--- config.mk ---
export PLATFORM = sky130hd
export DESIGN_NAME = uif_irq
export DESIGN_NICKNAME = d
export VERILOG_FILES = /design/src/core/uif_irq.v
export VERILOG_INCLUDE_DIRS = /design/src /design/src/core
export SDC_FILE = /design/constraint.sdc
export NUM_CORES = 1
export LEC_CHECK = 0
export BUFFER_PORTS_ARGS = -buffer_cell sky130_fd_sc_hd__buf_4
export CELL_PAD_IN_SITES_DETAIL_PLACEMENT = 1
export CELL_PAD_IN_SITES_GLOBAL_PLACEMENT = 2
export CORE_AREA = 10 10 152 154
export DETAILED_ROUTE_END_ITERATION = 10
export DIE_AREA = 0 0 162 164
export GPL_ROUTABILITY_DRIVEN = 0
export GPL_TIMING_DRIVEN = 1
export PLACE_DENSITY_LB_ADDON = 0.1
export SLEW_MARGIN = 40
export SYNTH_ARGS = -nofsm -noshare
export SYNTH_HDL_FRONTEND = slang
export SYNTH_SLANG_ARGS = --single-unit
--- constraint.sdc ---
create_clock -name core_clk -period 3.1 [get_ports core_clk]
set_input_delay 0.93 -clock core_clk [delete_from_list [all_inputs] [get_ports core_clk]]
set_output_delay 0.93 -clock core_clk [all_outputs]
set_load 0.03 [all_outputs]
--- src/core/uif_map.vh ---
/*
 * Register map, field positions, reset values and timing figures of the USB
 * interrupt flag and enable block.
 * Assumes a 250 MHz core clock and 32-bit AXI4-Lite register access.
 */
`ifndef UIF_MAP_VH
`define UIF_MAP_VH

// Byte offsets of the registers
`define UIF_FLAGS_OFS 8'h00
`define UIF_ENABLES_OFS 8'h04
`define UIF_CTRL_OFS 8'h08
`define UIF_ERREN_OFS 8'h0C
`define UIF_TOKSTAT_OFS 8'h10

// Flag and enable bit positions
`define UIF_BIT_STALL 7
`define UIF_BIT_ATTACH 6
`define UIF_BIT_RESUME 5
`define UIF_BIT_IDLE 4
`define UIF_BIT_TOKEN 3
`define UIF_BIT_SOF 2
`define UIF_BIT_ERR 1
`define UIF_BIT_RST 0

// Control register field: host role enable
`define UIF_CTRL_HOST 0

// Reset values
`define UIF_FLAGS_RST 8'h00
`define UIF_ENABLES_RST 8'h00

// Timing figures in ns and their cycle counts at 4 ns per cycle
`define UIF_CLK_NS 4
`define UIF_QUIET_NS 2500
`define UIF_QUIET_CYC (`UIF_QUIET_NS / `UIF_CLK_NS)
`define UIF_IDLE_NS 3000000
`define UIF_IDLE_CYC (`UIF_IDLE_NS / `UIF_CLK_NS)

// AXI response codes
`define UIF_RESP_OKAY 2'b00
`define UIF_RESP_SLVERR 2'b10

`endif

--- src/core/uif_irq.v ---
/*
 * USB interrupt flags and enables with AXI4-Lite register access.
 * Holds the flag register (sticky but for the live error summary bit), its enable register, the role select,
 * the per-error enables that feed the error summary and a small token
 * status queue whose head software reads after a token completes.
 * Assumes: event inputs are one-cycle strobes synchronous to core_clk from
 * the transaction engine; line state inputs are synchronous levels.
 * Assumes the engine does not complete tokens faster than software pops
 * them; an entry beyond the queue depth is lost.
 */
// Decided for this implementation: register access over AXI4-Lite and the register addresses.

// How it works
// - Host role: received stall sets stall flag
// - Peripheral role: sent stall sets stall flag
// - Peripheral connection sets attach flag
// - Attach valid: host, 2.5 us quiet, not SE0
// - K state for 2.5 us sets resume
// - Idle bus for 3 ms sets idle
// - Token end sets flag, status shows endpoint
// - Clearing token flag advances status FIFO
// - SOF received or host threshold sets flag
// - Only enabled errors set error summary
// - Peripheral role: bit 0 is bus reset
// - Host role: bit 0 is detach
// - Eight enable bits, reset zero, per flag
// - Flag bits 31 to 8 read zero
// - Write one clears; error summary read only
// - Error reaches irq only when enabled

`timescale 1ns/1ps
`include "uif_map.vh"

module uif_irq #(
   parameter QUIET_CYC = `UIF_QUIET_CYC,
   parameter IDLE_CYC = `UIF_IDLE_CYC,
   parameter ERR_W = 8
)(
   input wire core_clk,
   input wire rst_n,
   // AXI4-Lite slave
   input wire [7:0] s_axi_awaddr,
   input wire s_axi_awvalid,
   output wire s_axi_awready,
   input wire [31:0] s_axi_wdata,
   input wire [3:0] s_axi_wstrb,
   input wire s_axi_wvalid,
   output wire s_axi_wready,
   output reg [1:0] s_axi_bresp,
   output reg s_axi_bvalid,
   input wire s_axi_bready,
   input wire [7:0] s_axi_araddr,
   input wire s_axi_arvalid,
   output wire s_axi_arready,
   output reg [31:0] s_axi_rdata,
   output reg [1:0] s_axi_rresp,
   output reg s_axi_rvalid,
   input wire s_axi_rready,
   // Event strobes from the transaction engine
   input wire stall_rx_stb,
   input wire stall_tx_stb,
   input wire attach_stb,
   input wire detach_stb,
   input wire usb_reset_stb,
   input wire sof_rx_stb,
   input wire sof_thresh_stb,
   input wire [ERR_W-1:0] err_event,
   input wire token_done_stb,
   input wire [7:0] token_info,
   // Line state levels
   input wire bus_activity,
   input wire line_se0,
   input wire line_k,
   input wire line_idle,
   // Outputs
   output wire host_role_enable,
   output wire combined_usb_irq
);

   localparam TOK_DEPTH = 4;
   localparam QW = 12;
   localparam IW = 20;

   // Register state
   reg [7:0] flags_q; // Interrupt flags; sticky except the live error summary bit
   reg [7:0] flags_d;
   reg [7:0] enables_q; // Per-flag enables
   reg host_q; // Host role select
   reg [ERR_W-1:0] err_en_q; // Per-error enables feeding the summary
   reg [QW-1:0] quiet_cnt_q; // Cycles without bus activity
   reg [QW-1:0] k_cnt_q; // Cycles of continuous K state
   reg [IW-1:0] idle_cnt_q; // Cycles of continuous idle
   reg k_done_q; // Resume already reported for this K period
   reg idle_done_q; // Idle already reported for this idle period
   // Token status FIFO
   reg [7:0] tok_mem [0:TOK_DEPTH-1];
   reg [1:0] tok_wp_q;
   reg [1:0] tok_rp_q;
   reg [2:0] tok_cnt_q;

   // Bus handshake state
   reg aw_hold_q; // Write address captured
   reg w_hold_q; // Write data captured
   reg [7:0] aw_addr_q;
   reg [31:0] w_data_q;
   reg [3:0] w_strb_q;

   // Role select also steers which strobe feeds stall, frame start and bit 0
   assign host_role_enable = host_q;

   // Ready while nothing held and no response pending
   assign s_axi_awready = ~aw_hold_q & ~s_axi_bvalid;
   assign s_axi_wready = ~w_hold_q & ~s_axi_bvalid;
   assign s_axi_arready = ~s_axi_rvalid;

   wire aw_now = aw_hold_q | (s_axi_awvalid & s_axi_awready);
   wire w_now = w_hold_q | (s_axi_wvalid & s_axi_wready);
   wire [7:0] wr_addr = aw_hold_q ? aw_addr_q : s_axi_awaddr;
   wire [31:0] wr_data = w_hold_q ? w_data_q : s_axi_wdata;
   wire [3:0] wr_strb = w_hold_q ? w_strb_q : s_axi_wstrb;
   // Write commits when both halves are present
   wire wr_go = aw_now & w_now & ~s_axi_bvalid;
   wire wr_lane0 = wr_go & wr_strb[0];
   wire wr_flags = wr_lane0 & (wr_addr == `UIF_FLAGS_OFS);
   wire wr_map = (wr_addr == `UIF_FLAGS_OFS) | (wr_addr == `UIF_ENABLES_OFS) |
      (wr_addr == `UIF_CTRL_OFS) | (wr_addr == `UIF_ERREN_OFS) |
      (wr_addr == `UIF_TOKSTAT_OFS);

   // Write-one-to-clear mask; error summary is read only
   // clear mask
   wire [7:0] clr_mask = wr_flags ?
      (wr_data[7:0] & ~(8'h01 << `UIF_BIT_ERR)) : 8'h00;

   wire quiet_ok = (quiet_cnt_q >= QUIET_CYC[QW-1:0]);
   wire attach_ok = host_q & quiet_ok & ~line_se0;
   wire err_hit = |(err_event & err_en_q);
   wire tok_empty = (tok_cnt_q == 3'd0);

   // Hardware set events, one bit per flag
   reg [7:0] set_vec;
   always @*
   begin
      set_vec = 8'h00;
      set_vec[`UIF_BIT_STALL] = (host_q & stall_rx_stb) | (~host_q & stall_tx_stb);
      set_vec[`UIF_BIT_ATTACH] = attach_stb & attach_ok;
      set_vec[`UIF_BIT_RESUME] = line_k & ~k_done_q & (k_cnt_q >= QUIET_CYC[QW-1:0]);
      set_vec[`UIF_BIT_IDLE] = line_idle & ~idle_done_q & (idle_cnt_q >= IDLE_CYC[IW-1:0]);
      set_vec[`UIF_BIT_TOKEN] = token_done_stb;
      set_vec[`UIF_BIT_SOF] = (host_q & sof_thresh_stb) | (~host_q & sof_rx_stb);
      set_vec[`UIF_BIT_ERR] = err_hit;
      set_vec[`UIF_BIT_RST] = (host_q & detach_stb) | (~host_q & usb_reset_stb);
   end

   // Next flags; a set in the clear cycle wins so no event is lost
   always @*
   begin
      flags_d = (flags_q & ~clr_mask) | set_vec;
      // Token flag stays up while entries remain queued after a pop
      if (clr_mask[`UIF_BIT_TOKEN] & (tok_cnt_q > 3'd1))
      begin
         flags_d[`UIF_BIT_TOKEN] = 1'b1;
      end
   end

   // Error summary follows live errors: no software clear exists for it
   wire err_level = err_hit;

   // Flag, enable and control registers
   always @(posedge core_clk)
   begin
      if (!rst_n)
      begin
         flags_q <= `UIF_FLAGS_RST;
         enables_q <= `UIF_ENABLES_RST;
         host_q <= 1'b0;
         err_en_q <= {ERR_W{1'b0}};
      end
      else
      begin
         flags_q <= {flags_d[7:2], err_level, flags_d[0]};
         if (wr_lane0 && wr_addr == `UIF_ENABLES_OFS)
         begin
            enables_q <= wr_data[7:0];
         end
         if (wr_lane0 && wr_addr == `UIF_CTRL_OFS)
         begin
            host_q <= wr_data[`UIF_CTRL_HOST];
         end
         if (wr_lane0 && wr_addr == `UIF_ERREN_OFS)
         begin
            err_en_q <= wr_data[ERR_W-1:0];
         end
      end
   end

   // Line timers saturate; the done flags make each flag fire once per period
   always @(posedge core_clk)
   begin
      if (!rst_n)
      begin
         quiet_cnt_q <= {QW{1'b0}};
         k_cnt_q <= {QW{1'b0}};
         idle_cnt_q <= {IW{1'b0}};
         k_done_q <= 1'b0;
         idle_done_q <= 1'b0;
      end
      else
      begin
         if (bus_activity)
            quiet_cnt_q <= {QW{1'b0}};
         else if (!quiet_ok)
            quiet_cnt_q <= quiet_cnt_q + 1'b1;
         if (!line_k)
         begin
            k_cnt_q <= {QW{1'b0}};
            k_done_q <= 1'b0;
         end
         else
         begin
            if (k_cnt_q < QUIET_CYC[QW-1:0])
               k_cnt_q <= k_cnt_q + 1'b1;
            if (set_vec[`UIF_BIT_RESUME])
               k_done_q <= 1'b1;
         end
         if (!line_idle)
         begin
            idle_cnt_q <= {IW{1'b0}};
            idle_done_q <= 1'b0;
         end
         else
         begin
            if (idle_cnt_q < IDLE_CYC[IW-1:0])
               idle_cnt_q <= idle_cnt_q + 1'b1;
            if (set_vec[`UIF_BIT_IDLE])
               idle_done_q <= 1'b1;
         end
      end
   end

   // Token status FIFO: push on completion, pop when the flag is cleared
   // pop on clear
   wire tok_pop = clr_mask[`UIF_BIT_TOKEN] & flags_q[`UIF_BIT_TOKEN] & ~tok_empty;
   // A full FIFO drops the newest entry; the engine should not outrun software
   wire tok_push = token_done_stb & ((tok_cnt_q != TOK_DEPTH[2:0]) | tok_pop);
   always @(posedge core_clk)
   begin
      if (!rst_n)
      begin
         tok_wp_q <= 2'd0;
         tok_rp_q <= 2'd0;
         tok_cnt_q <= 3'd0;
      end
      else
      begin
         if (tok_push)
         begin
            tok_mem[tok_wp_q] <= token_info;
            tok_wp_q <= tok_wp_q + 2'd1;
         end
         if (tok_pop)
            tok_rp_q <= tok_rp_q + 2'd1;
         if (tok_push & ~tok_pop)
            tok_cnt_q <= tok_cnt_q + 3'd1;
         else if (tok_pop & ~tok_push)
            tok_cnt_q <= tok_cnt_q - 3'd1;
      end
   end

   // Write channel capture and response
   always @(posedge core_clk)
   begin
      if (!rst_n)
      begin
         aw_hold_q <= 1'b0;
         w_hold_q <= 1'b0;
         aw_addr_q <= 8'h00;
         w_data_q <= 32'h0000_0000;
         w_strb_q <= 4'h0;
         s_axi_bvalid <= 1'b0;
         s_axi_bresp <= `UIF_RESP_OKAY;
      end
      else
      begin
         if (wr_go)
         begin
            aw_hold_q <= 1'b0;
            w_hold_q <= 1'b0;
            s_axi_bvalid <= 1'b1;
            // Unmapped address answers with a slave error
            s_axi_bresp <= wr_map ? `UIF_RESP_OKAY : `UIF_RESP_SLVERR;
         end
         else
         begin
            if (s_axi_awvalid & s_axi_awready)
            begin
               aw_hold_q <= 1'b1;
               aw_addr_q <= s_axi_awaddr;
            end
            if (s_axi_wvalid & s_axi_wready)
            begin
               w_hold_q <= 1'b1;
               w_data_q <= s_axi_wdata;
               w_strb_q <= s_axi_wstrb;
            end
            if (s_axi_bvalid & s_axi_bready)
               s_axi_bvalid <= 1'b0;
         end
      end
   end

   // Read data mux; upper bits read zero
   reg [31:0] rd_mux;
   reg rd_ok;
   always @*
   begin
      rd_mux = 32'h0000_0000;
      rd_ok = 1'b1;
      case (s_axi_araddr)
         `UIF_FLAGS_OFS: rd_mux[7:0] = flags_q;
         `UIF_ENABLES_OFS: rd_mux[7:0] = enables_q;
         `UIF_CTRL_OFS: rd_mux[0] = host_q;
         `UIF_ERREN_OFS: rd_mux[ERR_W-1:0] = err_en_q;
         `UIF_TOKSTAT_OFS: rd_mux[7:0] = tok_empty ? 8'h00 : tok_mem[tok_rp_q];
         default: rd_ok = 1'b0;
      endcase
   end

   // Read response, one cycle after the address is taken
   always @(posedge core_clk)
   begin
      if (!rst_n)
      begin
         s_axi_rvalid <= 1'b0;
         s_axi_rdata <= 32'h0000_0000;
         s_axi_rresp <= `UIF_RESP_OKAY;
      end
      else if (s_axi_arvalid & s_axi_arready)
      begin
         s_axi_rvalid <= 1'b1;
         s_axi_rdata <= rd_mux;
         s_axi_rresp <= rd_ok ? `UIF_RESP_OKAY : `UIF_RESP_SLVERR;
      end
      else if (s_axi_rready)
      begin
         s_axi_rvalid <= 1'b0;
      end
   end

   // Combined request; error bit passes only through its enable
   // error gated by enable
   assign combined_usb_irq = |(flags_q & enables_q);

endmodule // uif_irq

### Word-level counts from Yosys, hierarchy flattened

Memory sizes are Yosys's and may differ from the RTL's. A register that Yosys moved wholly into a read port is not among the register bits.
Index checks and enable logic that the tools add are counted.

| word-level totals | value |
|---|---|
| bits in registers | 111 |
| memory bits (writable) | 32 |
| input bits | 87 |
| output and inout port bits | 43 |
| logic and storage cells | 142 |
| memories | 1 |

Memories:

| name | depth | bits a word | rd ports | clocked after memory_dff | write ports | line | RTL |
|---|---|---|---|---|---|---|---|
| tok_mem | 4 | 8 | 1 | 1 | 1 | uif_irq.v:96 | `reg [7:0] tok_mem [0:TOK_DEPTH-1];` |

| cells by class | value |
|---|---|
| $add $sub $neg | 7 |
| order comparisons | 6 |
| eq/ne operators | 9 |
| muxes and demuxes | 22 |
| bitwise gates (word level) | 57 |
| reduce and logical (&&, ||, !) cells | 18 |

Operator list:

| kind | count |
|---|---|
| 8-bit by 4-bit == test with 1-bit output (second input constant) | 4 |
| 8-bit 2-to-1 mux | 4 |
| 1-bit bitwise AND | 29 |
| 7-bit case mux with 4 select lines | 1 |
| 12-bit by 1-bit adder with 12-bit output (second input constant) | 2 |
| 8-bit bitwise AND | 3 |
| 12-bit by 10-bit greater-or-equal comparator with 1-bit output (second input constant) | 2 |
| 20-bit by 1-bit adder with 20-bit output (second input constant) | 1 |
| 20-bit greater-or-equal comparator (second input constant) | 1 |
| 20-bit < comparator (second input constant) | 1 |
| 8-bit by 3-bit == test with 1-bit output (second input constant) | 2 |
| 8-bit by 5-bit == test with 1-bit output (second input constant) | 2 |
| 8-bit logical NOT | 2 |
| 8-bit OR reduction | 2 |
| 1-bit NOT | 13 |
| 12-bit by 10-bit < comparator with 1-bit output (second input constant) | 1 |
| 1-bit 2-to-1 mux | 10 |
| 1-bit OR | 10 |
| 2-bit 2-to-1 mux | 4 |
| 8-bit NOT | 1 |
| 8-bit OR | 1 |
| 2-bit AND reduction | 4 |
| 3-bit 2-to-1 mux | 2 |
| 2-bit nonzero test | 3 |
| other kinds (10) | 14 |

### Logic depth before layout (Yosys ltp)

Gate-level depths: netlist of the first run.

| depth | value |
|---|---|
| word-level depth | 17 |
| mapped depth | 11 |
| depth with buffers taken out | 10 |

### Least setup slack after synthesis of the first run

Ideal clock, no wire load.

| timing | value |
|---|---|
| path kind | input to register |
| start | in s_axi_wvalid |
| end | reg tok_cnt_q[2] |
| setup time | 70 ps |
| arrival time | 2778 ps |
| required time | 3030 ps |
| path slack | 251 ps |
| stages on the path | 8 |
| buffers on the path | 1 |
| cell sequence | o22ai_1 -> nor4b_2 -> and3_1 -> a31o_2 -> buf_2 -> ha_1 -> or3_1 -> a21oi_1 |

| between the ends | value |
|---|---|
| longest elaborated chain between the ends | 14 |
| elaborated cells on any way between the ends | 17 |
| those cells by class | mux (2); bitwise (14); reduce/logical (1) |

Ends and longest elaborated chain:

| element | line | RTL |
|---|---|---|
| start, declared | uif_irq.v:47 | `input wire s_axi_wvalid,` |
| 1-bit bitwise AND * | uif_irq.v:117 | `wire w_now = w_hold_q \| (s_axi_wvalid & s_axi_wready);` |
| 1-bit OR * | uif_irq.v:117 |  |
| 1-bit bitwise AND * (2 in series) | uif_irq.v:122 | `wire wr_go = aw_now & w_now & ~s_axi_bvalid;` |
| 1-bit bitwise AND * | uif_irq.v:123 | `wire wr_lane0 = wr_go & wr_strb[0];` |
| 1-bit bitwise AND * | uif_irq.v:124 | `` wire wr_flags = wr_lane0 & (wr_addr == `UIF_FLAGS_OFS); `` |
| 8-bit 2-to-1 mux * | uif_irq.v:131 | `wire [7:0] clr_mask = wr_flags ?` |
| 1-bit bitwise AND * (2 in series) | uif_irq.v:242 | `` wire tok_pop = clr_mask[`UIF_BIT_TOKEN] & flags_q[`UIF_BIT_TOKEN] & ~tok_empty; `` |
| 1-bit OR | uif_irq.v:244 | `wire tok_push = token_done_stb & ((tok_cnt_q != TOK_DEPTH[2:0]) \| tok_pop);` |
| 1-bit bitwise AND | uif_irq.v:244 |  |
| 1-bit NOT | uif_irq.v:264 | `else if (tok_pop & ~tok_push)` |
| 1-bit bitwise AND | uif_irq.v:264 |  |
| 2-bit nonzero test (no line) | -- |  |
| end signal, assigned | uif_irq.v:263 | `tok_cnt_q <= tok_cnt_q + 3'd1;` |
| end signal, assigned | uif_irq.v:265 | `tok_cnt_q <= tok_cnt_q - 3'd1;` |
| end, declared | uif_irq.v:99 | `reg [2:0] tok_cnt_q;` |

Mark *: on every way between the ends. The rest lies on a longest branch, timed or not.
A chain may end at the register's enable or synchronous reset.

### Worst setup path in the final report of the first run

| timing | value |
|---|---|
| start | reg w_hold_q |
| end | reg tok_cnt_q[2] |

| between the ends | value |
|---|---|
| longest elaborated chain between the ends | 16 |
| elaborated cells on any way between the ends | 21 |
| those cells by class | mux (4); bitwise (16); reduce/logical (1) |

Ends and longest elaborated chain:

| element | line | RTL |
|---|---|---|
| start, declared | uif_irq.v:103 | `reg w_hold_q;` |
| start signal, assigned | uif_irq.v:275 | `w_hold_q <= 1'b0;` |
| start signal, assigned | uif_irq.v:287 | `w_hold_q <= 1'b0;` |
| start signal, assigned | uif_irq.v:301 | `w_hold_q <= 1'b1;` |
| 1-bit NOT | uif_irq.v:113 | `assign s_axi_wready = ~w_hold_q & ~s_axi_bvalid;` |
| 1-bit bitwise AND | uif_irq.v:113 |  |
| 1-bit bitwise AND | uif_irq.v:117 |  |
| 1-bit OR | uif_irq.v:117 |  |
| 1-bit bitwise AND (2 in series) | uif_irq.v:122 |  |
| 1-bit bitwise AND | uif_irq.v:123 |  |
| 1-bit bitwise AND | uif_irq.v:124 |  |
| 8-bit 2-to-1 mux * | uif_irq.v:131 |  |
| 1-bit bitwise AND * (2 in series) | uif_irq.v:242 |  |
| 1-bit OR | uif_irq.v:244 |  |
| 1-bit bitwise AND | uif_irq.v:244 |  |
| 1-bit NOT | uif_irq.v:264 |  |
| 1-bit bitwise AND | uif_irq.v:264 |  |
| 2-bit nonzero test (no line) | -- |  |

Marked as above.

==> impl_metrics.prom, run 1 <==
# TYPE chip_impl_metric gauge
chip_impl_info{name="cts_root_buf",value="sky130_fd_sc_hd__clkbuf_16"} 1
chip_impl_metric{name="detail_route.iter0.violations",unit=""} 143
chip_impl_metric{name="routedWlPerCell",unit="um"} 17.3
chip_impl_metric{name="area_of_the_multi_input_gates",unit="um2"} 3210
chip_impl_metric{name="first_pass_grt_wire_length",unit="um"} 29000
chip_impl_info{name="synth_commonest_cells",value="111 x sky130_fd_sc_hd__dfxtp_1, 84 x sky130_fd_sc_hd__nor2_1, 46 x sky130_fd_sc_hd__nand2_1"} 1
chip_impl_metric{name="path_max_fanout",unit=""} 13
chip_impl_metric{name="antenna_found_initial",unit=""} 0
chip_impl_metric{name="layout_worst_path_cycle_share",unit=""} 0.834
chip_impl_metric{name="cts-buffers-inserted",unit=""} 17
chip_impl_metric{name="synth_top_area_share",unit=""} 0.333
chip_impl_metric{name="drive_gt1_frac",unit=""} 0.207
chip_impl_metric{name="drc",unit=""} 0
chip_impl_metric{name="tightestPinTransition",unit="ns"} 0.789
chip_impl_metric{name="seq_area",unit="um2"} 3180
chip_impl_metric{name="fin_worst_skew",unit="ns"} 0.0112
chip_impl_metric{name="synth_area_per_cell",unit="um2"} 9.90
chip_impl_metric{name="via_per_inst",unit=""} 4.93
chip_impl_metric{name="io_pins",unit=""} 130
chip_impl_metric{name="synth_edf_count",unit=""} 32
chip_impl_metric{name="achievable-frequency",unit="MHz"} 387
chip_impl_info{name="path_delay_family",value="simple AND/OR/NAND/NOR gates"} 1
chip_impl_metric{name="hold_path_depth",unit=""} 2
chip_impl_info{name="crit_path_cell_trace",value="o22ai_1 -> nor4b_2 -> nand4_1 -> ha_1 -> or3_1 -> a21oi_1"} 1
chip_impl_info{name="setup_repair_after_global_routing_missed_its_margin",value="no"} 1
chip_impl_metric{name="powerDensity",unit="nW/um2"} 569
chip_impl_metric{name="clk_pin_slew_worst_paths",unit="ns"} 0.07
chip_impl_metric{name="timing.final.setup_violations",unit=""} 0
chip_impl_metric{name="buffers_from_clock_root_to_sink_at_most",unit=""} 2
chip_impl_metric{name="dpl.hpwl",unit="um"} 13600
chip_impl_metric{name="cpPeakStageDelay",unit="ns"} 0.67
chip_impl_metric{name="placement_rows",unit=""} 52
chip_impl_info{name="synth_top_cells_by_area",value="sky130_fd_sc_hd__dfxtp_1 33%, sky130_fd_sc_hd__edfxtp_1 14%, sky130_fd_sc_hd__mux2i_1 6.7%, sky130_fd_sc_hd__nor2_1 4.7%, sky130_fd_sc_hd__ha_1 3.2%"} 1
chip_impl_metric{name="dr.pass1.iters",unit=""} 4
chip_impl_metric{name="synth.distinct_cells",unit=""} 56
chip_impl_metric{name="clock_latency",unit="ns"} 0.43
chip_impl_metric{name="nFillCells",unit=""} 2306
chip_impl_metric{name="post_synthesis_instance_total",unit=""} 675
chip_impl_metric{name="yosys_warnings",unit=""} 0
chip_impl_metric{name="final_area",unit="um2"} 8120
chip_impl_metric{name="count_of_cell_instances_traversed_by_the_critical_path",unit=""} 6
chip_impl_metric{name="die_height",unit="um"} 164
chip_impl_metric{name="via_count",unit=""} 5139
chip_impl_info{name="cts_tree",value="yes"} 1
chip_impl_metric{name="final-max-slew-violation-count",unit=""} 0
chip_impl_metric{name="final_antenna_net_count",unit=""} 0
chip_impl_info{name="synth_ff_type",value="sky130_fd_sc_hd__dfxtp_1"} 1
chip_impl_info{name="hp-start",value="idle_done_q$_SDFFE_PN0P_"} 1
chip_impl_metric{name="reg2regPathDepth",unit=""} 6
chip_impl_metric{name="synth_seq_area_share",unit=""} 0.476
chip_impl_metric{name="area_growth_syn_to_layout",unit="%"} 21.5
chip_impl_metric{name="grt_start_max_net_pins",unit=""} 48
chip_impl_metric{name="cts.repair.resized",unit=""} 0
chip_impl_metric{name="die-area",unit="um2"} 26600
chip_impl_metric{name="ir_worst_vdd",unit="mV"} 0.345
chip_impl_info{name="timing.critical_path.to_type",value="flop"} 1
chip_impl_info{name="post-synth-top-area-cell",value="sky130_fd_sc_hd__dfxtp_1"} 1
chip_impl_metric{name="grt_util_all_layers",unit=""} 0.137
chip_impl_metric{name="route.final.wire_length",unit="um"} 18100
chip_impl_info{name="cell_with_the_biggest_individual_delay_on_the_critical_path",value="sky130_fd_sc_hd__dfxtp_1"} 1
chip_impl_metric{name="core",unit="um2"} 20000
chip_impl_info{name="outcome",value="finished, final reports clean"} 1
chip_impl_metric{name="place.port_buffers",unit=""} 76
chip_impl_metric{name="cp.buffers_inverters",unit=""} 0
chip_impl_metric{name="hold_viol_final",unit=""} 0
chip_impl_metric{name="start_util",unit=""} 0.333
chip_impl_info{name="top_count_cell_post_synth",value="sky130_fd_sc_hd__dfxtp_1"} 1
chip_impl_metric{name="syn-cell-area",unit="um2"} 6680
chip_impl_metric{name="num_antenna_cells",unit=""} 0
chip_impl_metric{name="power.leakage",unit="nW"} 3.24
chip_impl_metric{name="max_cap_violations",unit=""} 0
chip_impl_metric{name="worstPathRequired",unit="ns"} 3.46
chip_impl_metric{name="fin_crit",unit="ns"} 2.58
chip_impl_metric{name="htree_depth",unit=""} 4
chip_impl_metric{name="die_outline_width",unit="um"} 162
chip_impl_metric{name="post-cts-setup-buffers",unit=""} 0
chip_impl_metric{name="placed_area",unit="um2"} 7510
chip_impl_metric{name="gr-total-overflow",unit=""} 0
chip_impl_info{name="setup.worst_path.class",value="reg2reg"} 1
chip_impl_metric{name="tns",unit="ns"} 0
chip_impl_info{name="setup.worst_path.start",value="w_hold_q$_SDFFE_PP0P_"} 1
chip_impl_info{name="worstReg2RegStart",value="w_hold_q$_SDFFE_PP0P_"} 1
chip_impl_metric{name="layout.nets",unit=""} 863
chip_impl_metric{name="grt_pass1_vias",unit=""} 5521
chip_impl_info{name="worstSetupStartpointType",value="flop"} 1
chip_impl_info{name="hold_class",value="reg2reg"} 1
chip_impl_metric{name="synth_seq_cells",unit=""} 143
chip_impl_metric{name="maxSlewHeadroom",unit=""} 0.469
chip_impl_metric{name="number_of_buffers_inserted_for_hold_repair_after_clock_tree_synthesis",unit=""} 0
chip_impl_metric{name="critPathArrivalTime",unit="ns"} 2.94
chip_impl_metric{name="postSynth.asyncResetShare",unit=""} 0
chip_impl_metric{name="cts_num_sinks",unit=""} 143
worst register-to-register path: stages (launching register included):
cell and delay, ns:
sky130_fd_sc_hd__dfxtp_1 0.67, sky130_fd_sc_hd__o22ai_1 0.22, sky130_fd_sc_hd__nor4b_2 0.40, sky130_fd_sc_hd__nand4_1 0.28
sky130_fd_sc_hd__ha_1 0.44, sky130_fd_sc_hd__or3_1 0.37, sky130_fd_sc_hd__a21oi_1 0.14
cell families (layout without fill, tap and decap cells):
logic type / after synthesis / after routing / share of synthesized area
adders and majority gates: 17 / 17 / 0.0318
and+or+nand+nor: 224 / 224 / 0.162
xor gates and xnor gates: 19 / 19 / 0.0249
AOI/OAI and AO/OA: 128 / 128 / 0.126
DFF: 143 / 143 / 0.476
buffers and inverters: 74 / 146 / 0.0571
muxes: 69 / 69 / 0.121
other: 1 / 26 / 0.000561
per-layer routing:
metal	global-route usage	vias to the layer above	wire length, um
met3	0.0423	13	858
li1	-	2542	-
met5	0	-	0
met2	0.233	86	8910
met1	0.164	2498	8080
met4	0.0414	0	204
final timing paths:
check	to	slack, ns
min reg2reg	idle_done_q$_SDFFE_PN0P_	0.45
max reg2reg	tok_cnt_q[2]$_SDFFE_PN0P_	0.52
max	tok_cnt_q[2]$_SDFFE_PN0P_	0.52
min	idle_done_q$_SDFFE_PN0P_	0.45
cells in the final DEF, fill, tap and decap left out, drive strengths merged, types with 12 or more instances in the layout:
| cell type | synthesis | routed |
|---|---|---|
| mux2i | 45 | 45 |
| nand2 | 46 | 46 |
| conb | 1 | 26 |
| inv | 25 | 33 |
| and3 | 14 | 14 |
| clkbuf | 15 | 18 |
| ha | 17 | 17 |
| edfxtp | 32 | 32 |
| nand3 | 13 | 13 |
| buf | 34 | 89 |
| o21ai | 27 | 27 |
| nor3 | 12 | 12 |
| a21oi | 42 | 42 |
| xnor2 | 17 | 17 |
| dfxtp | 111 | 111 |
| nor2 | 84 | 84 |
| mux2 | 16 | 16 |
area by class of cell:
type,count,area share
clock buffer,18,0.0541
clock inverter,14,0.0210
inverter,25,0.0116
multi-input combinational,483,0.396
sequential,143,0.392
tap,270,0.0416
timing repair buffer,89,0.0839
stage by stage:
| stage | worst slack (ns) | utilization | power [mW] | cells | hold slack [ns] |
|---|---|---|---|---|---|
| 4_1_cts | 0.457 | 0.405 | 4.69 | 1042 | 0.452 |
| 2_1_floorplan | 0.251 | - | 2.35 | 700 | 0.421 |
| 6_report | 0.516 | 0.405 | 4.62 | 1042 | 0.448 |
| 3_3_place_gp | 0.167 | 0.375 | 2.50 | 1010 | 0.435 |
| 5_1_grt | 0.280 | 0.405 | 4.82 | 1042 | 0.489 |
| 3_5_place_dp | 0.149 | 0.375 | 2.52 | 1010 | 0.442 |
flip-flops by register name (all words and copies together), names as in the netlist, named ones only:
name / count
err_en_q: 8
w_strb_q: 1
s_axi_rvalid: 1
s_axi_rdata: 8
k_done_q: 1
enables_q: 8
aw_hold_q: 1
quiet_cnt_q: 12
tok_cnt_q: 3
w_hold_q: 1
tok_wp_q: 2
s_axi_bresp: 1
idle_cnt_q: 20
tok_mem: 32
flags_q: 8
w_data_q: 8
host_role_enable: 1
s_axi_bvalid: 1
s_axi_rresp: 1
tok_rp_q: 2
aw_addr_q: 8
k_cnt_q: 12
idle_done_q: 1
power breakdown:
| part | internal, mW | switching, mW | leakage [nW] |
|---|---|---|---|
| Combinational | 0.187 | 0.271 | 1.75 |
| Sequential | 1.96 | 0.0502 | 1.19 |
| Clock | 1.24 | 0.910 | 0.296 |
No activity file was read; power rests on OpenSTA's default activity.
==> inputs of run 2 (changes only) <==
Settings changed: CORE_AREA 10 10 152 154 to 10 10 158 160, DIE_AREA 0 0 162 164 to 0 0 168 170.
Clock period 3.1 ns to 2.3 ns, I/O delays scaled along.
==> impl_metrics.prom, run 2 (same netlist as run 1, synthesis figures left out) <==
# TYPE chip_impl_metric gauge
chip_impl_metric{name="io_pins",unit=""} 130
chip_impl_metric{name="core",unit="um2"} 21700
chip_impl_metric{name="cpPeakStageDelay",unit="ns"} 0.48
chip_impl_metric{name="reg2regPathDepth",unit=""} 7
chip_impl_info{name="layout_common_cells",value="121 x sky130_fd_sc_hd__buf_4, 109 x sky130_fd_sc_hd__dfxtp_1, 84 x sky130_fd_sc_hd__nor2_1"} 1
chip_impl_info{name="worstSetupStartpointType",value="flop"} 1
chip_impl_metric{name="start_util",unit=""} 0.308
chip_impl_metric{name="grt_start_max_net_pins",unit=""} 48
chip_impl_info{name="cell_with_the_biggest_individual_delay_on_the_critical_path",value="sky130_fd_sc_hd__or4b_4"} 1
chip_impl_metric{name="final_antenna_net_count",unit=""} 0
chip_impl_metric{name="path_max_fanout",unit=""} 6
chip_impl_info{name="setup.worst_path.class",value="reg2reg"} 1
chip_impl_info{name="layout.cells.most_common",value="sky130_fd_sc_hd__buf_4"} 1
chip_impl_metric{name="ff2ff_setup_slack",unit="ns"} 0.07
chip_impl_metric{name="hold_viol_final",unit=""} 0
chip_impl_metric{name="cts-buffers-inserted",unit=""} 17
chip_impl_metric{name="route.final.wire_length",unit="um"} 18300
chip_impl_metric{name="final-max-slew-violation-count",unit=""} 0
chip_impl_metric{name="worstPathRequired",unit="ns"} 2.64
chip_impl_metric{name="die-area",unit="um2"} 28600
chip_impl_metric{name="seq_area",unit="um2"} 3190
chip_impl_metric{name="detail_route.iter0.violations",unit=""} 236
chip_impl_metric{name="buffers_from_clock_root_to_sink_at_most",unit=""} 2
chip_impl_metric{name="timing.final.setup_violations",unit=""} 0
chip_impl_metric{name="number_of_buffers_inserted_for_hold_repair_after_clock_tree_synthesis",unit=""} 0
chip_impl_info{name="worstReg2RegStart",value="quiet_cnt_q[1]$_SDFFE_PP0P_"} 1
chip_impl_info{name="setup_repair_after_global_routing_missed_its_margin",value="no"} 1
chip_impl_metric{name="htree_depth",unit=""} 4
chip_impl_metric{name="antenna_found_initial",unit=""} 0
chip_impl_metric{name="max_cap_violations",unit=""} 0
chip_impl_info{name="cts_tree",value="yes"} 1
chip_impl_metric{name="layout.nets",unit=""} 896
chip_impl_metric{name="critPathArrivalTime",unit="ns"} 2.57
chip_impl_metric{name="nFillCells",unit=""} 2460
chip_impl_metric{name="placement_rows",unit=""} 54
chip_impl_metric{name="area_of_the_multi_input_gates",unit="um2"} 3290
chip_impl_info{name="cts_root_buf",value="sky130_fd_sc_hd__clkbuf_16"} 1
chip_impl_metric{name="largest_reg_flops",unit=""} 32
chip_impl_metric{name="fin_crit",unit="ns"} 2.23
chip_impl_info{name="timing.critical_path.to_type",value="flop"} 1
chip_impl_metric{name="dpl.hpwl",unit="um"} 14100
chip_impl_metric{name="layout_worst_path_cycle_share",unit=""} 0.968
chip_impl_info{name="path_delay_family",value="simple AND/OR/NAND/NOR gates"} 1
chip_impl_metric{name="die_height",unit="um"} 170
chip_impl_metric{name="achievable-frequency",unit="MHz"} 449
chip_impl_metric{name="drive_gt1_frac",unit=""} 0.255
chip_impl_metric{name="fin_worst_skew",unit="ns"} 0.0111
chip_impl_info{name="reg.largest.list",value="tok_mem (32), idle_cnt_q (20)"} 1
chip_impl_metric{name="ir_worst_vdd",unit="mV"} 0.410
chip_impl_metric{name="via_count",unit=""} 5206
chip_impl_info{name="hold_class",value="in2reg"} 1
chip_impl_metric{name="tns",unit="ns"} 0
chip_impl_metric{name="powerDensity",unit="nW/um2"} 728
chip_impl_info{name="reg2reg_to",value="quiet_cnt_q[8]$_SDFFE_PP0P_"} 1
chip_impl_metric{name="count_of_cell_instances_traversed_by_the_critical_path",unit=""} 7
chip_impl_metric{name="grt_util_all_layers",unit=""} 0.131
chip_impl_metric{name="routedWlPerCell",unit="um"} 16.9
chip_impl_metric{name="drc",unit=""} 0
chip_impl_metric{name="first_pass_grt_wire_length",unit="um"} 30200
chip_impl_info{name="setup.worst_path.start",value="quiet_cnt_q[1]$_SDFFE_PP0P_"} 1
chip_impl_metric{name="num_antenna_cells",unit=""} 0
chip_impl_metric{name="cp.buffers_inverters",unit=""} 1
chip_impl_metric{name="place.port_buffers",unit=""} 76
chip_impl_metric{name="power.leakage",unit="nW"} 3.39
chip_impl_metric{name="area_growth_syn_to_layout",unit="%"} 26.2
chip_impl_metric{name="post-cts-setup-buffers",unit=""} 0
chip_impl_metric{name="clock_latency",unit="ns"} 0.42
chip_impl_metric{name="maxSlewHeadroom",unit=""} 0.510
chip_impl_metric{name="hold_path_depth",unit=""} 2
chip_impl_metric{name="die_outline_width",unit="um"} 168
chip_impl_info{name="crit_path_cell_trace",value="inv_1 -> ha_1 -> or4b_4 -> a211o_4 -> a21o_4 -> or3_1 -> a21oi_1"} 1
chip_impl_metric{name="cts_num_sinks",unit=""} 143
chip_impl_info{name="cp-endpoint",value="quiet_cnt_q[8]$_SDFFE_PP0P_"} 1
chip_impl_info{name="largest_register",value="tok_mem"} 1
chip_impl_metric{name="dr.pass1.iters",unit=""} 4
chip_impl_info{name="outcome",value="finished, final reports clean"} 1
chip_impl_metric{name="clk_pin_slew_worst_paths",unit="ns"} 0.06
chip_impl_metric{name="tightestPinTransition",unit="ns"} 0.735
chip_impl_metric{name="via_per_inst",unit=""} 4.80
chip_impl_metric{name="grt_pass1_vias",unit=""} 5712
chip_impl_metric{name="totalPowerFinal",unit="mW"} 6.14
chip_impl_metric{name="gr-total-overflow",unit=""} 0
chip_impl_metric{name="final.hold.worst_slack",unit="ns"} 0.446
chip_impl_metric{name="cts.repair.resized",unit=""} 0
-- run 2: cell count changes in the layout (fill, tap and decap cells not counted), sizes merged --
cell	before	now
buf	89	122
clkinv	2	5
inv	33	29
clkinvlp	2	3
-- run 2: cell type report --
class | instances | share of cell area
Multi-Input combinational cell | 483 | 0.390
Timing Repair Buffer | 122 | 0.110
Clock inverter | 14 | 0.0187
Inverter | 25 | 0.0111
Clock buffer | 18 | 0.0509
Sequential cell | 143 | 0.378
Tap cell | 280 | 0.0415
-- run 2: metrics by stage --
step	utilization	cell area, um2	worst slack, ns	instances
6_report	0.389	8430	0.0728	1085
3_3_place_gp	0.361	7820	-0.181	1053
5_1_grt	0.389	8430	0.000361	1085
2_1_floorplan	-	6840	-0.0812	700
3_5_place_dp	0.361	7820	-0.246	1053
4_1_cts	0.388	8410	0.0182	1085
-- run 2: metal layers --
layer / up-vias / part of all wire / track usage
met5: - / 0 / 0
met3: 13 / 0.046 / 0.0373
met2: 76 / 0.49 / 0.221
li1: 2614 / - / -
met1: 2503 / 0.46 / 0.160
met4: 0 / 0.0090 / 0.0341
-- run 2: worst reg2reg max path, delay by kind of cell (launching register included) --
family / cells / cell delay (ns)
flops: 1 / 0.32
fa+ha+maj: 1 / 0.17
simple gates: 2 / 0.82
buf+inv: 1 / 0.06
compound gates: 3 / 0.78
-- run 2: power breakdown --
| part | internal, mW | switching (mW) |
|---|---|---|
| Combinational | 0.295 | 0.387 |
| Sequential | 2.65 | 0.0604 |
| Clock | 1.61 | 1.13 |
| Total | 4.56 | 1.58 |
-- run 2: how the worst min path moves through the flow --
stage,startpoint,endpoint,slack (ns)
after floorplan,quiet_cnt_q[10]$_SDFFE_PP0P_,quiet_cnt_q[10]$_SDFFE_PP0P_,0.42
after global placement,idle_done_q$_SDFFE_PN0P_,idle_done_q$_SDFFE_PN0P_,0.43
after detailed placement,quiet_cnt_q[10]$_SDFFE_PP0P_,quiet_cnt_q[10]$_SDFFE_PP0P_,0.44
after CTS,s_axi_rready,s_axi_rvalid$_SDFFE_PN0P_,0.44
after global routing,s_axi_rready,s_axi_rvalid$_SDFFE_PN0P_,0.44
final,s_axi_rready,s_axi_rvalid$_SDFFE_PN0P_,0.45
==> inputs of run 3 (changes only) <==
Settings changed: RECOVER_POWER set to 50.
==> impl_metrics.prom, run 3 (same netlist as run 1, synthesis figures left out) <==
# TYPE chip_impl_metric gauge
chip_impl_info{name="busiest_layer",value="met2"} 1
chip_impl_metric{name="final_cell_count_no_fill",unit=""} 1085
chip_impl_metric{name="grtUsageMet1",unit=""} 0.160
chip_impl_metric{name="fin_worst_skew",unit="ns"} 0.0110
chip_impl_info{name="setup.worst_path.class",value="reg2reg"} 1
chip_impl_metric{name="place.port_buffers",unit=""} 76
chip_impl_metric{name="totalPowerFinal",unit="mW"} 6.11
chip_impl_info{name="hold_class",value="in2reg"} 1
chip_impl_info{name="path_delay_family",value="simple AND/OR/NAND/NOR gates"} 1
chip_impl_metric{name="power.leakage",unit="nW"} 3.30
chip_impl_metric{name="ir_worst_vdd",unit="mV"} 0.408
chip_impl_metric{name="grt_util_all_layers",unit=""} 0.131
chip_impl_metric{name="buffers_from_clock_root_to_sink_at_most",unit=""} 2
chip_impl_info{name="timing.critical_path.to_type",value="flop"} 1
chip_impl_metric{name="ff2ff_setup_slack",unit="ns"} 0.07
chip_impl_info{name="setup_repair_after_global_routing_missed_its_margin",value="no"} 1
chip_impl_metric{name="final_critical_path_setup_slack",unit="ns"} 0.0723
chip_impl_info{name="cts_root_buf",value="sky130_fd_sc_hd__clkbuf_16"} 1
chip_impl_metric{name="maxSlewHeadroom",unit=""} 0.451
chip_impl_metric{name="cts-buffers-inserted",unit=""} 17
chip_impl_metric{name="final_antenna_net_count",unit=""} 0
chip_impl_metric{name="nFillCells",unit=""} 2473
chip_impl_metric{name="clk_pin_slew_worst_paths",unit="ns"} 0.06
chip_impl_metric{name="tightestPinTransition",unit="ns"} 0.817
chip_impl_info{name="worstReg2RegStart",value="quiet_cnt_q[1]$_SDFFE_PP0P_"} 1
chip_impl_info{name="layout.cells.most_common",value="sky130_fd_sc_hd__dfxtp_1"} 1
chip_impl_metric{name="io_pins",unit=""} 130
chip_impl_metric{name="critPathArrivalTime",unit="ns"} 2.57
chip_impl_metric{name="powerDensity",unit="nW/um2"} 732
chip_impl_metric{name="fin_crit",unit="ns"} 2.23
chip_impl_metric{name="drive_gt1_frac",unit=""} 0.225
chip_impl_metric{name="drc",unit=""} 0
chip_impl_metric{name="cp.buffers_inverters",unit=""} 1
chip_impl_metric{name="grt_pass1_vias",unit=""} 5712
chip_impl_metric{name="core",unit="um2"} 21700
chip_impl_metric{name="final_area",unit="um2"} 8340
chip_impl_metric{name="use_met3",unit=""} 0.0373
chip_impl_metric{name="count_of_cell_instances_traversed_by_the_critical_path",unit=""} 7
chip_impl_metric{name="final-max-slew-violation-count",unit=""} 0
chip_impl_metric{name="gr-usage-met2",unit=""} 0.221
chip_impl_metric{name="place_inst",unit=""} 1053
chip_impl_metric{name="die_outline_width",unit="um"} 168
chip_impl_metric{name="first_pass_grt_wire_length",unit="um"} 30200
chip_impl_metric{name="cts.repair.resized",unit=""} 0
chip_impl_metric{name="via_per_inst",unit=""} 4.80
chip_impl_metric{name="die-area",unit="um2"} 28600
chip_impl_info{name="largest_register",value="tok_mem"} 1
chip_impl_metric{name="routedWlPerCell",unit="um"} 16.8
chip_impl_metric{name="dpl.hpwl",unit="um"} 14100
chip_impl_metric{name="worstPathRequired",unit="ns"} 2.64
chip_impl_metric{name="reg2regPathDepth",unit=""} 7
chip_impl_metric{name="tns",unit="ns"} 0
chip_impl_metric{name="start_util",unit=""} 0.308
chip_impl_metric{name="place_ws",unit="ns"} -0.246
chip_impl_metric{name="layout.nets",unit=""} 896
chip_impl_info{name="crit_path_cell_trace",value="inv_1 -> ha_1 -> or4b_4 -> a211o_4 -> a21o_4 -> or3_1 -> a21oi_1"} 1
chip_impl_info{name="cts_tree",value="yes"} 1
chip_impl_metric{name="die_height",unit="um"} 170
chip_impl_metric{name="area_growth_syn_to_layout",unit="%"} 24.8
chip_impl_metric{name="largest_reg_flops",unit=""} 32
chip_impl_metric{name="via_count",unit=""} 5208
chip_impl_metric{name="gr-total-overflow",unit=""} 0
chip_impl_metric{name="max_cap_violations",unit=""} 0
chip_impl_info{name="worstSetupStartpointType",value="flop"} 1
chip_impl_metric{name="route.final.wire_length",unit="um"} 18300
chip_impl_metric{name="htree_depth",unit=""} 4
chip_impl_metric{name="clock_latency",unit="ns"} 0.42
chip_impl_metric{name="layout_worst_path_cycle_share",unit=""} 0.969
chip_impl_metric{name="cpPeakStageDelay",unit="ns"} 0.48
chip_impl_metric{name="number_of_buffers_inserted_for_hold_repair_after_clock_tree_synthesis",unit=""} 0
chip_impl_info{name="reg2reg_to",value="quiet_cnt_q[8]$_SDFFE_PP0P_"} 1
chip_impl_metric{name="hold_viol_final",unit=""} 0
chip_impl_metric{name="achievable-frequency",unit="MHz"} 449
chip_impl_info{name="setup.worst_path.start",value="quiet_cnt_q[1]$_SDFFE_PP0P_"} 1
chip_impl_info{name="cp-endpoint",value="quiet_cnt_q[8]$_SDFFE_PP0P_"} 1
chip_impl_metric{name="detail_route.iter0.violations",unit=""} 254
chip_impl_info{name="reg.largest.list",value="tok_mem (32), idle_cnt_q (20)"} 1
chip_impl_info{name="layout_common_cells",value="110 x sky130_fd_sc_hd__dfxtp_1, 97 x sky130_fd_sc_hd__buf_4, 84 x sky130_fd_sc_hd__nor2_1"} 1
chip_impl_metric{name="num_antenna_cells",unit=""} 0
chip_impl_metric{name="placement_rows",unit=""} 54
chip_impl_info{name="outcome",value="finished, final reports clean"} 1
chip_impl_metric{name="antenna_found_initial",unit=""} 0
chip_impl_metric{name="timing.final.setup_violations",unit=""} 0
chip_impl_metric{name="placed_area",unit="um2"} 7820
chip_impl_metric{name="grt_start_max_net_pins",unit=""} 48
chip_impl_metric{name="post-cts-setup-buffers",unit=""} 0
chip_impl_metric{name="path_max_fanout",unit=""} 6
chip_impl_metric{name="cts_num_sinks",unit=""} 143
chip_impl_metric{name="dr.pass1.iters",unit=""} 4
chip_impl_info{name="cell_with_the_biggest_individual_delay_on_the_critical_path",value="sky130_fd_sc_hd__or4b_4"} 1
[run 3: changes by cell type in the layout (fill, tap and decap cells not counted), sizes merged]
cell,previous run,this run
buf,122,98
clkbuf,18,42
[run 3: layer usage]
| metal | share of wire | up-vias |
|---|---|---|
| li1 | - | 2609 |
| met1 | 0.46 | 2523 |
| met2 | 0.49 | 70 |
| met5 | 0 | - |
| met3 | 0.041 | 6 |
| met4 | 0.0057 | 0 |
[run 3: how the worst min path moves through the flow]
stage | start | to | slack [ns] | depth (start not counted)
floorplan | quiet_cnt_q[10]$_SDFFE_PP0P_ | quiet_cnt_q[10]$_SDFFE_PP0P_ | 0.42 | 1
global placement | idle_done_q$_SDFFE_PN0P_ | idle_done_q$_SDFFE_PN0P_ | 0.43 | 2
detailed placement | quiet_cnt_q[10]$_SDFFE_PP0P_ | quiet_cnt_q[10]$_SDFFE_PP0P_ | 0.44 | 1
CTS | s_axi_rready | s_axi_rvalid$_SDFFE_PN0P_ | 0.44 | 2
global route | s_axi_rready | s_axi_rvalid$_SDFFE_PN0P_ | 0.44 | 2
finish | s_axi_rready | s_axi_rvalid$_SDFFE_PN0P_ | 0.45 | 2
[run 3: power breakdown]
| group | internal (mW) | switching, mW |
|---|---|---|
| combinational | 0.273 | 0.385 |
| sequential | 2.65 | 0.0599 |
| clock | 1.61 | 1.13 |
[run 3: area by class of cell]
type	count	area, um2	share of cell area
flip-flops and latches	143	3180	0.382
repair buffers	122	843	0.101
multi-input cells	483	3280	0.393
well taps	280	350	0.0420
clock buffers	18	429	0.0515
clock inverters	14	158	0.0189
inverters	25	93.8	0.0113
[run 3: stage by stage]
stage,utilization,hold WS (ns)
after detailed placement,0.361,0.439
after global routing,0.385,0.437
final,0.385,0.446
after CTS,0.388,0.436
after global placement,0.361,0.433
after floorplan,-,0.421
[run 3: worst reg2reg max path: cells and delay by family, from the launching register on]
kind | cells | cell delay (ns)
AO/OA/AOI/OAI | 3 | 0.78
buffers and inverters | 1 | 0.06
adder cells (fa/ha/maj) | 1 | 0.17
AND/OR/NAND/NOR | 2 | 0.82
flip-flops | 1 | 0.32
